## src/rtl/dgp_pkg.sv

```systemverilog
// package: register map, field positions, reset values and carrier types
// What this block does
// - pull-up on only for input with pull-ups allowed
// - pins 0-2 are I/O or external interrupt
// - pin 3 is I/O, interrupt three, or capture two
// - pins 4-7 I/O with change detect, pull-up
// - pins 5-7 serve serial programming when enabled
// - capture two on port three pin one when select=1
// - direction 1 floats pin, 0 drives latch
// - latch register reads back the latch, not pins
// - peripherals may force port three direction
// - override never written into direction register
// - reset leaves port three all inputs
// - port three pins 0-2 timer and capture functions
// - port three pins 3-5 serial port functions
// - port three pins 6-7 usart lines
// - change compare against snapshot from last port read or write sets flag
// - output pins excluded from change compare
package dgp_pkg;
   // ----------------------------------------------------------------
   // register offsets
   // ----------------------------------------------------------------
   localparam logic [3:0] OFS_P2_PINS = 4'h0;
   localparam logic [3:0] OFS_P2_LAT = 4'h1;
   localparam logic [3:0] OFS_P2_DIR = 4'h2;
   localparam logic [3:0] OFS_IC_MAIN = 4'h3;
   localparam logic [3:0] OFS_IC_EDGE = 4'h4;
   localparam logic [3:0] OFS_IC_EXT = 4'h5;
   localparam logic [3:0] OFS_P3_PINS = 4'h6;
   localparam logic [3:0] OFS_P3_LAT = 4'h7;
   localparam logic [3:0] OFS_P3_DIR = 4'h8;
   localparam logic [3:0] OFS_IRQ_STAT = 4'h9;
   localparam logic [3:0] OFS_IRQ_MASK = 4'hA;
   // ----------------------------------------------------------------
   // fields and reset values
   // ----------------------------------------------------------------
   localparam int BIT_PULLUP_DIS = 7;
   localparam int BIT_CHANGE_IE = 3;
   localparam int BIT_CHANGE_FLAG = 0;
   localparam int BIT_EXT0_FLAG = 1;
   localparam logic [7:0] RST_DIR = 8'hFF;
   localparam logic [7:0] RST_IC_MAIN = 8'h00;
   localparam logic [7:0] RST_IC_EDGE = 8'hFF;
   localparam logic [7:0] RST_IC_EXT = 8'hC0;
   localparam logic [7:0] RST_LAT = 8'h00;
   localparam logic [7:0] RST_MASK = 8'h00;
   // port two pins idle high, so edge and change logic starts quiet after reset
   localparam logic [7:0] RST_PIN_IDLE = 8'hFF;
   // status bits: 0 port change, 1..4 external interrupt 0..3 edge seen
   localparam int STAT_CHANGE = 0;
   localparam int STAT_EXT0 = 1;

   typedef struct packed {
      logic [3:0] addr;
      logic [7:0] wdata;
      logic wr;
      logic rd;
   } dgp_req_t;

   typedef struct packed {
      logic [7:0] p2_lat_r;
      logic [7:0] p2_dir_r;
      logic [7:0] p3_lat_r;
      logic [7:0] p3_dir_r;
      logic [7:0] ic_main_r;
      logic [7:0] ic_edge_r;
      logic [7:0] ic_ext_r;
      logic [7:0] stat_r;
      logic [7:0] mask_r;
      logic [3:0] snap_r;
      logic [7:0] p2_s1_r;
      logic [7:0] p2_s2_r;
      logic [7:0] p2_s3_r;
      logic [7:0] p3_s1_r;
      logic [7:0] p3_s2_r;
      logic [7:0] p3_s3_r;
      logic [7:0] p2_pin_r;
      logic [7:0] p3_pin_r;
      logic [7:0] rdata_r;
   } dgp_state_t;
endpackage

```

## src/rtl/dgp_port.sv

```systemverilog
// module: two general purpose ports, port two with pull-ups and change detect, both with overrides
//
// Local design decisions: the strobed register port and the placing of the registers.
`timescale 1ns/1ps
module dgp_port (
   input wire logic clk, // 40 MHz core clock
   input wire logic srst, // synchronous reset, active high
   input wire dgp_pkg::dgp_req_t req, // register request
   output logic [7:0] rdata, // read data, cycle after read strobe
   input wire logic [7:0] p2_in, // port two pin levels
   output logic [7:0] p2_out, // port two driven levels
   output logic [7:0] p2_oe_n, // port two output enable, low drives
   output logic [7:0] p2_pullup_en, // port two weak pull-up enables
   input wire logic [7:0] p3_in, // port three pin levels
   output logic [7:0] p3_out, // port three driven levels
   output logic [7:0] p3_oe_n, // port three output enable, low drives
   input wire logic [7:0] p3_force_out, // peripheral forces pin to output
   input wire logic [7:0] p3_force_in, // peripheral forces pin to input
   input wire logic [7:0] p3_periph_out, // peripheral data for forced pins
   input wire logic capture_two_pin_select, // config: 1 puts capture two on p3 pin 1
   input wire logic capture_two_out, // capture two output level
   input wire logic capture_two_oe, // capture two drives its pin
   output logic capture_two_in, // capture two input from selected pin
   input wire logic low_voltage_prog_enable, // serial programming mode active
   output logic [3:0] ext_irq_in, // external interrupt pin levels 0..3
   output logic [3:0] serial_prog_pins, // pins 4..7 seen by programming logic
   output logic irq // level interrupt
);
   dgp_pkg::dgp_state_t s;
   dgp_pkg::dgp_state_t n;
   logic [7:0] p2_dir_eff;
   logic [7:0] p3_dir_eff;
   logic [3:0] mism;
   logic p2_read;

   // ----------------------------------------------------------------
   // pin direction and data
   // ----------------------------------------------------------------
   always_comb begin
      p2_dir_eff = s.p2_dir_r;
      // capture two driving its alternate pin when not selected on port three
      if (!capture_two_pin_select && capture_two_oe) begin
         p2_dir_eff[3] = 1'b0;
      end
      // programming mode takes pins 5..7 away from I/O
      if (low_voltage_prog_enable) begin
         p2_dir_eff[7:5] = 3'b111;
      end
      // overrides act on the pin only; the register keeps software value
      p3_dir_eff = (s.p3_dir_r & ~p3_force_out) | p3_force_in;
      if (capture_two_pin_select && capture_two_oe) begin
         p3_dir_eff[1] = 1'b0;
      end
   end

   always_comb begin
      p2_out = s.p2_lat_r;
      if (!capture_two_pin_select && capture_two_oe) begin
         p2_out[3] = capture_two_out;
      end
      p3_out = (s.p3_lat_r & ~p3_force_out) | (p3_periph_out & p3_force_out);
      if (capture_two_pin_select && capture_two_oe) begin
         p3_out[1] = capture_two_out;
      end
      p2_oe_n = p2_dir_eff;
      p3_oe_n = p3_dir_eff;
      // pull-ups only on inputs while not globally disabled
      p2_pullup_en = p2_dir_eff & {8{~s.ic_edge_r[dgp_pkg::BIT_PULLUP_DIS]}};
      if (low_voltage_prog_enable) begin
         p2_pullup_en[5] = 1'b0;
      end
      capture_two_in = capture_two_pin_select ? s.p3_pin_r[1] : s.p2_pin_r[3];
      ext_irq_in = s.p2_pin_r[3:0];
      serial_prog_pins = s.p2_pin_r[7:4];
      rdata = s.rdata_r;
      irq = |(s.stat_r & s.mask_r);
   end

   // ----------------------------------------------------------------
   // change detect and next state
   // ----------------------------------------------------------------
   // one place decides whether a strobe hits a given register
   function automatic logic hit(input dgp_pkg::dgp_req_t r, input logic [3:0] ofs,
         input logic is_wr);
      hit = (is_wr ? r.wr : r.rd) && (r.addr == ofs);
   endfunction

   assign p2_read = hit(req, dgp_pkg::OFS_P2_PINS, 1'b0);
   // outputs never mismatch
   assign mism = (s.p2_pin_r[7:4] ^ s.snap_r) & p2_dir_eff[7:4];

   always_comb begin
      n = s;
      // three-stage pin synchronisers; change counts when stages 2 and 3 agree
      n.p2_s1_r = p2_in;
      n.p2_s2_r = s.p2_s1_r;
      n.p2_s3_r = s.p2_s2_r;
      n.p3_s1_r = p3_in;
      n.p3_s2_r = s.p3_s1_r;
      n.p3_s3_r = s.p3_s2_r;
      for (int i = 0; i < 8; i++) begin
         if (s.p2_s2_r[i] == s.p2_s3_r[i]) begin
            n.p2_pin_r[i] = s.p2_s3_r[i];
         end
         if (s.p3_s2_r[i] == s.p3_s3_r[i]) begin
            n.p3_pin_r[i] = s.p3_s3_r[i];
         end
      end
      n.rdata_r = 8'h00;
      if (req.rd) begin
         unique case (req.addr)
            dgp_pkg::OFS_P2_PINS: n.rdata_r = s.p2_pin_r;
            dgp_pkg::OFS_P2_LAT: n.rdata_r = s.p2_lat_r;
            dgp_pkg::OFS_P2_DIR: n.rdata_r = s.p2_dir_r;
            dgp_pkg::OFS_IC_MAIN: n.rdata_r = s.ic_main_r;
            dgp_pkg::OFS_IC_EDGE: n.rdata_r = s.ic_edge_r;
            dgp_pkg::OFS_IC_EXT: n.rdata_r = s.ic_ext_r;
            dgp_pkg::OFS_P3_PINS: n.rdata_r = s.p3_pin_r;
            dgp_pkg::OFS_P3_LAT: n.rdata_r = s.p3_lat_r;
            dgp_pkg::OFS_P3_DIR: n.rdata_r = s.p3_dir_r;
            dgp_pkg::OFS_IRQ_STAT: n.rdata_r = s.stat_r;
            dgp_pkg::OFS_IRQ_MASK: n.rdata_r = s.mask_r;
            default: n.rdata_r = 8'h00;
         endcase
      end
      // a read or write of the port ends the mismatch
      if (p2_read || hit(req, dgp_pkg::OFS_P2_PINS, 1'b1)) begin
         n.snap_r = s.p2_pin_r[7:4];
      end
      if (hit(req, dgp_pkg::OFS_IRQ_STAT, 1'b0)) begin
         n.stat_r = 8'h00;
      end
      if (req.wr) begin
         unique case (req.addr)
            dgp_pkg::OFS_P2_PINS: n.p2_lat_r = req.wdata;
            dgp_pkg::OFS_P2_LAT: n.p2_lat_r = req.wdata;
            dgp_pkg::OFS_P2_DIR: n.p2_dir_r = req.wdata;
            dgp_pkg::OFS_IC_MAIN: n.ic_main_r = req.wdata;
            dgp_pkg::OFS_IC_EDGE: n.ic_edge_r = req.wdata;
            dgp_pkg::OFS_IC_EXT: n.ic_ext_r = req.wdata;
            dgp_pkg::OFS_P3_PINS: n.p3_lat_r = req.wdata;
            dgp_pkg::OFS_P3_LAT: n.p3_lat_r = req.wdata;
            dgp_pkg::OFS_P3_DIR: n.p3_dir_r = req.wdata;
            dgp_pkg::OFS_IRQ_MASK: n.mask_r = req.wdata;
            default: n.mask_r = s.mask_r;
         endcase
      end
      // sustained mismatch keeps setting the flag; set beats software clear
      if (|mism) begin
         n.ic_main_r[dgp_pkg::BIT_CHANGE_FLAG] = 1'b1;
         n.stat_r[dgp_pkg::STAT_CHANGE] = 1'b1;
      end
      // rising edge on an input pin 0..3 marks the external event
      for (int i = 0; i < 4; i++) begin
         if (n.p2_pin_r[i] && !s.p2_pin_r[i] && p2_dir_eff[i]) begin
            n.stat_r[dgp_pkg::STAT_EXT0 + i] = 1'b1;
         end
      end
      if (srst) begin
         n.p2_lat_r = dgp_pkg::RST_LAT;
         n.p3_lat_r = dgp_pkg::RST_LAT;
         n.p2_dir_r = dgp_pkg::RST_DIR;
         n.p3_dir_r = dgp_pkg::RST_DIR;
         n.ic_main_r = dgp_pkg::RST_IC_MAIN;
         n.ic_edge_r = dgp_pkg::RST_IC_EDGE;
         n.ic_ext_r = dgp_pkg::RST_IC_EXT;
         n.stat_r = 8'h00;
         n.mask_r = dgp_pkg::RST_MASK;
         n.snap_r = dgp_pkg::RST_PIN_IDLE[7:4];
         n.p2_s1_r = dgp_pkg::RST_PIN_IDLE;
         n.p2_s2_r = dgp_pkg::RST_PIN_IDLE;
         n.p2_s3_r = dgp_pkg::RST_PIN_IDLE;
         n.p3_s1_r = 8'h00;
         n.p3_s2_r = 8'h00;
         n.p3_s3_r = 8'h00;
         n.p2_pin_r = dgp_pkg::RST_PIN_IDLE;
         n.p3_pin_r = 8'h00;
         n.rdata_r = 8'h00;
      end
   end

   always_ff @(posedge clk) begin
      s <= n;
   end
endmodule // dgp_port

```

## config.mk

```make
export PLATFORM = sky130hd
export DESIGN_NAME = dgp_port
export DESIGN_NICKNAME = d
export VERILOG_FILES = /design/src/rtl/dgp_pkg.sv /design/src/rtl/dgp_port.sv
export SDC_FILE = /design/constraint.sdc
export NUM_CORES = 1
export LEC_CHECK = 0
export ABC_AREA = 1
export BUFFER_PORTS_ARGS = -buffer_cell sky130_fd_sc_hd__buf_2
export CAP_MARGIN = 20
export CORE_MARGIN = 4
export CORE_UTILIZATION = 55
export DETAILED_ROUTE_END_ITERATION = 8
export GPL_TIMING_DRIVEN = 0
export HOLD_SLACK_MARGIN = 0.12
export PLACE_DENSITY = 0.79
export SYNTH_ARGS = -nofsm -noshare
export SYNTH_HDL_FRONTEND = slang
export SYNTH_SLANG_ARGS = --single-unit
```

## constraint.sdc

```tcl
create_clock -name clk -period 1.45 [get_ports clk]
set_clock_uncertainty 0.05 [all_clocks]
set_input_delay 0.0725 -clock clk [delete_from_list [all_inputs] [get_ports clk]]
set_output_delay 0.0725 -clock clk [all_outputs]
set_load 0.02 [all_outputs]
```

**Word level (Yosys, flattened, before mapping)**

Cells that the tools add are included.

- Register bits: 145
- Bits in latches: 0
- Memory bits (writable): 0
- ROM bits: 0
- Output and inout bits: 58
- Word-level logic and storage cells: 137
- Memories: 0

- Add/subtract/negate cells: 0
- Multiply operators: 0
- Divide/modulo/power cells: 0
- Magnitude comparators: 0
- Eq/ne operators: 26
- Shift-type cells: 0
- Mux-type cells: 23
- Bitwise operators: 12
- Reduce and logical (&&, ||, !) cells: 41

Operators by type and width:

| cell | number |
|---|---|
| case mux 8 bit (11 select lines) | 1 |
| bitwise AND 8 bit | 4 |
| AND reduction 2 bit | 9 |
| two-way mux 1 bit | 17 |
| two-way mux 17 bit | 1 |
| == test 1 bit | 16 |
| == test 4 x 3 -> 1 bit (second input constant) | 4 |
| two-way mux 8 bit | 2 |
| OR 8 bit | 2 |
| nonzero test 2 bit | 7 |
| logical AND 1 bit | 13 |
| == test 4 bit (second input constant) | 3 |
| bitwise AND 5 x 8 -> 8 bit | 1 |
| == test 4 x 2 -> 1 bit (second input constant) | 2 |
| inverter 8 bit | 1 |
| OR reduction 8 bit | 1 |
| OR reduction 2 bit | 3 |
| logical NOT 1 bit | 5 |
| two-way mux 5 bit | 1 |
| bitwise AND 4 bit | 1 |
| == test 4 x 1 -> 1 bit (second input constant) | 1 |
| logical NOT 4 bit | 1 |
| OR reduction 4 bit | 1 |
| bitwise XOR 4 bit | 1 |
| other kinds (3) | 4 |

**Depth between registers and ports, before layout**

Gate-level depths: netlist of the first run.

- Depth after elaboration: 5
- Mapped depth: 10
- Depth with buffers taken out: 9

**Least setup slack after synthesis of the first run**

OpenSTA, ideal clock, no wires.

- Kind: register to register
- Start: reg s[138] in the netlist's numbering
- End: reg s[108] in the netlist's numbering
- Library setup time: 0.132 ns
- Arrival: 0.971 ns
- Data required time: 1.268 ns
- Setup slack: 0.297 ns
- Cell stages (with the launch flop): 6
- Cell sequence: dfxtp_1 -> or2_2 -> nand3_1 -> nand2_1 -> nor2_1 -> a21oi_1

- Cells in the longest elaborated chain, start to end: 5
- Elaborated cells on any way between the ends: 7

RTL lines:

| element | RTL line | text |
|---|---|---|
| from (decl) | dgp_port.sv:29 | `dgp_pkg::dgp_state_t s;` |
| from (signal assigned) | dgp_port.sv:183 | `s <= n;` |
| two-way mux 3 bit * | dgp_port.sv:46 | `if (low_voltage_prog_enable) begin` |
| via p2_oe_n[6] | dgp_port.sv:12 | `output logic [7:0] p2_oe_n,` |
| bitwise AND 4 bit * | dgp_port.sv:90 | `assign mism = (s.p2_pin_r[7:4] ^ s.snap_r) & p2_dir_eff[7:4];` |
| OR reduction 4 bit * | dgp_port.sv:149 | `if (\|mism) begin` |
| nonzero test 2 bit (no line) | -- |  |
| AND reduction 2 bit (no line) | -- |  |

Mark *: on every way through the listed nets, which the timed path passes. The rest lies on a longest branch.
A chain may end at the register's enable or synchronous reset.

**Worst setup path in the final report of the first run**

- Start: reg s[76] in the netlist's numbering
- End: out irq

- Cells in the longest elaborated chain, start to end: 2

RTL lines:

| element | RTL line | text |
|---|---|---|
| bitwise AND 5 x 8 -> 8 bit | dgp_port.sv:76 | `irq = \|(s.stat_r & s.mask_r);` |
| OR reduction 8 bit | dgp_port.sv:76 |  |
| to (decl) | dgp_port.sv:27 | `output logic irq` |

Every way passes these cells.

==> results of run 1 <==
Yosys cell counts:
cell / number / area [sq um]
a21oi_1: 58 / 290
a221oi_1: 1 / 8.76
a31oi_1: 1 / 6.26
buf_2: 12 / 60.1
buf_4: 29 / 218
clkbuf_1: 19 / 71.3
clkinv_1: 1 / 3.75
dfxtp_1: 145 / 2900
inv_1: 90 / 338
inv_2: 4 / 15.0
nand2_1: 174 / 653
nand3_1: 90 / 450
nand3_2: 2 / 20.0
nand4_1: 1 / 6.26
nor2_1: 102 / 383
nor2_2: 4 / 25.0
nor2_4: 1 / 11.3
nor3_1: 2 / 10.0
nor3b_1: 1 / 7.51
o211ai_1: 16 / 120
o21ai_0: 52 / 260
o21ai_1: 1 / 5.00
o21bai_1: 7 / 52.6
or2_2: 29 / 181
worst register-to-register path: cells and delay by family, from the launching register on:
family / cells / cell delay (ns)
compound gates: 1 / 0.11
flops: 1 / 0.34
simple gates: 4 / 0.69
flip-flops by register name (all words and copies together) (netlist names):
register / cells
s: 118
rdata: 8
ext_irq_in: 4
serial_prog_pins: 4
p2_out: 7
p2_oe_n: 4
path summary, 6_finish.rpt:
kind                                    startpoint                  end  slack [ns]  cells after the start
setup / recovery                s[76]$_SDFFE_PP0P_                  irq       -0.04                      5
hold / removal                             req[11]  s[124]$_SDFFE_PP0P_        0.11                      4
setup reg to reg  serial_prog_pins[3]$_SDFFE_PP1N_  s[108]$_SDFFE_PP0P_        0.13                      5
hold reg to reg                   s[41]$_SDFF_PP0_     s[33]$_SDFF_PP0_        0.35                      2
timing repair:
item / in CTS / in global routing
hold endpoints to repair: 96 / 0
resized for setup: 30 / 24
hold buffers: 42 / 0
pin swaps: 3 / 3
buffers inserted: 4 / 1
endpoints found under the setup margin: 15 / 40
logic make-up (layout without fill, tap and decap cells):
kind of cell	count (synthesis)	in the layout	synth area share
compound gates	136	136	0.122
simple gates	406	406	0.287
buf+inv	155	350	0.116
flops	145	145	0.476
cell type report:
type / count / area share
clock buffers: 21 / 0.0560
repair buffers: 164 / 0.135
plain buffers: 59 / 0.0440
well taps: 140 / 0.0218
flip-flops and latches: 145 / 0.365
inverters: 95 / 0.0445
clock inverters: 11 / 0.0164
multi-input cells: 542 / 0.317
metal layers:
layer	share of wire	track usage	up-vias
met3	0.094	0.0620	64
met1	0.41	0.343	2849
met5	0	0	-
met4	0.039	0.129	0
met2	0.46	0.462	336
li1	-	-	3020
power breakdown:
group / internal (mW) / total, mW / switching (mW)
Clock: 2.55 / 4.22 / 1.67
Sequential: 4.10 / 4.16 / 0.0597
Combinational: 0.352 / 0.886 / 0.534
Total: 7.00 / 9.26 / 2.26
==> qor.txt, run 1 <==
H-Tree Depth: 4
Die area: 12800 sq um
Layout area overhead: 31.5%
CTS tree: yes
Drt first pass iters: 5
Commonest non-fill, non-tap cell in the layout: nand2_1
Design area: 8020 sq um
Residual DRC: 0
Max-cap violation count: 0
Vias per inst: 5.33
CP Cell Sequence: nand2_1 -> nand2_1 -> a221oi_2 -> nand2_1 -> buf_6
Final core utilization: 0.740
Per-cell routed wire length: 15.0 um
Starting Density: 0.563
HP Class: primary input to register
Largest stage delay, worst path: 0.33 ns
Status: finished with violations
Nets: 1084
Vias in the first global route: 5845
Commonest cells after routing, fill and taps aside: nand2_1, dfxtp_1, buf_2
RSZ-0062 raised after global routing: true
Hold WS: 0.108 ns
CTS buffer count: 17
Final setup vio count: 1
HPWL after detailed placement: 12.0 mm
WL final: 17.6 mm
Clock tree buffer depth: 2
Num rows: 38
Post-Synthesis Cells: 842
Clk pin slew, worst setup/hold paths: 0.06 ns
Worst setup margin: -0.0394 ns
Syn Std Cell Area: 6100 sq um
Pwr dens: 1160 nW/um^2
Cell Count, Final, Fillers Out: 1177
Ys Warns: 0
Largest net degree at the start of global routing: 17
Detail Route Antenna Nets: 0
Io pins: 118
Final hold violation count: 0
Fill cells: 846
Syn_nets: 902
Critical Path AT: 1.37 ns
CP most frequent cell: nand2_1
GRT Util Overall: 0.278
Worst vdd ir: 767 uV
Share of post-route cells with drive strength above 1: 0.249
Syn Area/Cell: 7.24 sq um
Clock latency at the later pin of the worst-skew pair: 0.52 ns
# placed instances: 1099
GR Overflow Total: 0
Placer Congestion: 0.945
N_diodes: 0
Clock sinks: 145
Global-route wire length before repair: 28.5 mm
Final Max Tran Viols: 0
Die Width: 113 um
Initial antenna violation count: 0
Core area: 10800 sq um
Slew headroom: 0.604
Root Buffer: clkbuf_8
Slew @ Worst Pin: 0.594 ns
Port Buf Inserts: 117
Worst EP required: 1.33 ns
CP max FO: 3
Worst setup EP type: output port
Worst setup path class: register to output port
Sequential area share after synthesis: 0.476
Top cell family by delay on the critical path: flip-flops
Seq cells post-synth: 145
Worst Path Buf+Inv: 1
F_max: 0.671 GHz
DRT iter0 DRCs: 542
Minimum clock period: 1.49 ns
Total power: 9.26 mW
Failing checks: negative setup slack
Crit-path slowest cell: dfxtp_2
Area post-placement: 6860 sq um
Yosys cell types: 24
Period utilization: 1.03
Pleak: 3.81 nW
Critical Path Source Type: register
Die extent in y: 113 um
DR vias: 6269
Multi-input logic area: 2540 sq um
Pre-CTS setup slack: -0.198 ns
Reg area: 2930 sq um
Fin Setup TNS: -0.0394 ns
Power figures use the tool's default switching activity.
==> run 2, diff against run 1 <==
--- a/config.mk
+++ b/config.mk
@@ -5,12 +5,11 @@
 export SDC_FILE = /design/constraint.sdc
 export NUM_CORES = 1
 export LEC_CHECK = 0
-export ABC_AREA = 1
-export BUFFER_PORTS_ARGS = -buffer_cell sky130_fd_sc_hd__buf_2
 export CAP_MARGIN = 20
 export CORE_MARGIN = 4
-export CORE_UTILIZATION = 55
+export CORE_UTILIZATION = 63
 export DETAILED_ROUTE_END_ITERATION = 8
+export DONT_BUFFER_PORTS = 1
 export GPL_TIMING_DRIVEN = 0
 export HOLD_SLACK_MARGIN = 0.12
 export PLACE_DENSITY = 0.79
==> run 2 against run 1 <==
The flow still finishes with violations (negative setup slack). Clock-buffer cell count is 1 higher. Synthesized area up 2.3%. Final cell count fell by 23%. Register-to-register slack got worse by 0.15 ns. Highest routed layer unchanged. Critical path type unchanged. Sequential power about the same.
==> qor.txt, run 2 <==
Status: finished with violations
Failing checks: negative setup slack
Syn Area/Cell: 9.15 sq um
Worst setup EP type: output port
Per-cell routed wire length: 23.2 um
Most Crowded Layer GR: met2
Residual DRC: 0
Final Max Tran Viols: 0
Design area: 7700 sq um
Final hold violation count: 0
Port Buf Inserts: 0
Most common library cells after synthesis: dfxtp_1, nand2_1, a21oi_1, nor2_1, nor2b_1
RR Startpoint: s[107]$_SDFFE_PP1P_
Share of post-route cells with drive strength above 1: 0.219
Grt met2 use: 0.599
Pwr dens: 1200 nW/um^2
Worst setup margin: -0.107 ns
N_diodes: 0
Io pins: 118
Commonest cells after routing, fill and taps aside: dfxtp_1, nand2_1, a21oi_1, dlygate4sd3_1, buf_4
Drt first pass iters: 5
Post-Synthesis Cells: 682
Slew @ Worst Pin: 0.734 ns
GR Overflow Total: 0
Largest register FFs: 118
Placer Congestion: 0.960
Vias in the first global route: 5625
Global-route wire length before repair: 31.7 mm
Clock latency at the later pin of the worst-skew pair: 0.53 ns
Critical Path Source Type: register
R2R cell count: 5
Largest area contributor in the netlist: dfxtp_1
Detail Route Antenna Nets: 0
RSZ-0062 raised after global routing: true
CTS buffer count: 17
R2R setup slack: -0.02 ns
Die Width: 108 um
CP max FO: 3
Nets: 818
Area share of the largest cell type after synthesis: 0.465
Worst R2R End: rdata[7]$_SDFF_PP0_
Sequential area share after synthesis: 0.465
Share of flip-flops with an asynchronous set or reset: 0
Die extent in y: 108 um
CTS tree: yes
Most common cell in the netlist: dfxtp_1
Num rows: 36
HP Class: primary input to register
Clk pin slew, worst setup/hold paths: 0.06 ns
Worst vdd ir: 1320 uV
Clock tree buffer depth: 2
Starting Density: 0.641
HPWL after detailed placement: 12.6 mm
H-Tree Depth: 4
Ys Warns: 0
Fin Setup TNS: -0.127 ns
WL final: 21.0 mm
Period utilization: 1.07
Layout area overhead: 23.4%
Final setup vio count: 2
GR Util met3: 0.104
Slew headroom: 0.511
GRT Util Overall: 0.366
Initial antenna violation count: 0
Area post-placement: 6410 sq um
Biggest register: s
Critical Path AT: 1.43 ns
Post-synth EDFFs: 0
Largest net degree at the start of global routing: 17
Worst hold stages: 4
Syn Std Cell Area: 6240 sq um
Die area: 11600 sq um
Pleak: 3.17 nW
Worst setup path class: register to output port
Worst EP required: 1.33 ns
Max-cap violation count: 0
DR vias: 5523
Yosys cell types: 44
Worst Min Path Start: req[11]
Root Buffer: clkbuf_8
Vias per inst: 6.12
Syn_nets: 742
F_max: 0.642 GHz
DRT iter0 DRCs: 550
Commonest non-fill, non-tap cell in the layout: dfxtp_1
Largest cells by area after synthesis: dfxtp_1, nand2_1, nor2b_1, mux2i_1, buf_4
Hold worst-path end: s[102]$_SDFFE_PP1P_
Clock sinks: 145
Minimum clock period: 1.56 ns
Fill cells: 615
Main flop type after synthesis: dfxtp_1
Met1 usage: 0.453
Core area: 9730 sq um
Seq cells post-synth: 145
CTS hold repair buffers: 48
run 2: changes by cell type after synthesis, sizes merged, moves of 9 or more:
cell / delta
o21ai: -40
inv: -81
nand3b: +33
a21oi: -9
o211ai: -16
nand3: -84
mux2: +18
clkbuf: +9
nand2: -71
nor2b: +41
mux2i: +25
nor2: -66
run 2: cell families (layout without fill, tap and decap cells):
family                 after synthesis  in the layout  share of synthesized area
AND/OR/NAND/NOR                    279            280                      0.232
multiplexers                        49             49                     0.0942
flip-flops                         145            145                      0.465
XOR/XNOR                             4              4                    0.00561
AO/OA/AOI/OAI                      119            119                      0.125
buffers and inverters               86            173                     0.0780
run 2: cell type report:
type,instances,area [sq um],share of cell area
tap,133,166,0.0216
sequential,145,2920,0.379
clock inverter,9,96.3,0.0125
buffer,72,444,0.0577
inverter,13,48.8,0.00634
multi-input combinational,452,3000,0.390
clock buffer,22,473,0.0614
timing repair buffer,57,554,0.0720
run 2: worst max-delay path by stage:
stage                   startpoint  slack [ns]  cells after the start             endpoint
2_1_floorplan  s[139]$_SDFFE_PP1P_        0.06                      4  s[108]$_SDFFE_PP0P_
4_1_cts         s[80]$_SDFFE_PP0P_       -0.11                      2                  irq
6_report        s[88]$_SDFFE_PP0P_       -0.11                      2                  irq
3_5_place_dp               req[13]       -0.34                      5  s[108]$_SDFFE_PP0P_
5_1_grt         s[88]$_SDFFE_PP0P_       -0.16                      2                  irq
3_3_place_gp   s[107]$_SDFFE_PP1P_       -0.33                      5  rdata[7]$_SDFF_PP0_
run 2: worst max-delay path, stage by stage (launching register included):
cell	delay, ns
dfxtp_2	0.35
a222oi_1	0.32
nand2_1	0.23
run 2: routing by layer:
layer  up-vias  part of all wire
li1       2465                 -
met1      2666              0.38
met2       328              0.48
met3        64              0.10
met4         0             0.039
met5         -                 0
run 2: timing repair:
item	in CTS	in global routing
gates resized for setup	23	27
pin swaps	4	3
endpoints found under the setup margin	14	56
cloned	0	1
hold endpoints to repair	110	9
buffers inserted	1	8
run 2: power breakdown:
part	leakage [nW]	switching, mW	internal [mW]
clock	0.272	1.75	2.48
combinational	1.71	0.499	0.369
sequential	1.18	0.0745	4.09
run 2: through the flow:
step	util	hold slack [ns]	cells	worst slack (ns)	total power, mW
after floorplan	-	0.126	682	0.0597	4.73
after global placement	0.658	0.126	815	-0.335	4.90
after detailed placement	0.658	0.128	815	-0.337	4.92
after CTS	0.774	0.0556	894	-0.113	9.16
after global routing	0.792	0.0379	903	-0.164	9.49
final	0.792	0.0326	903	-0.107	9.26
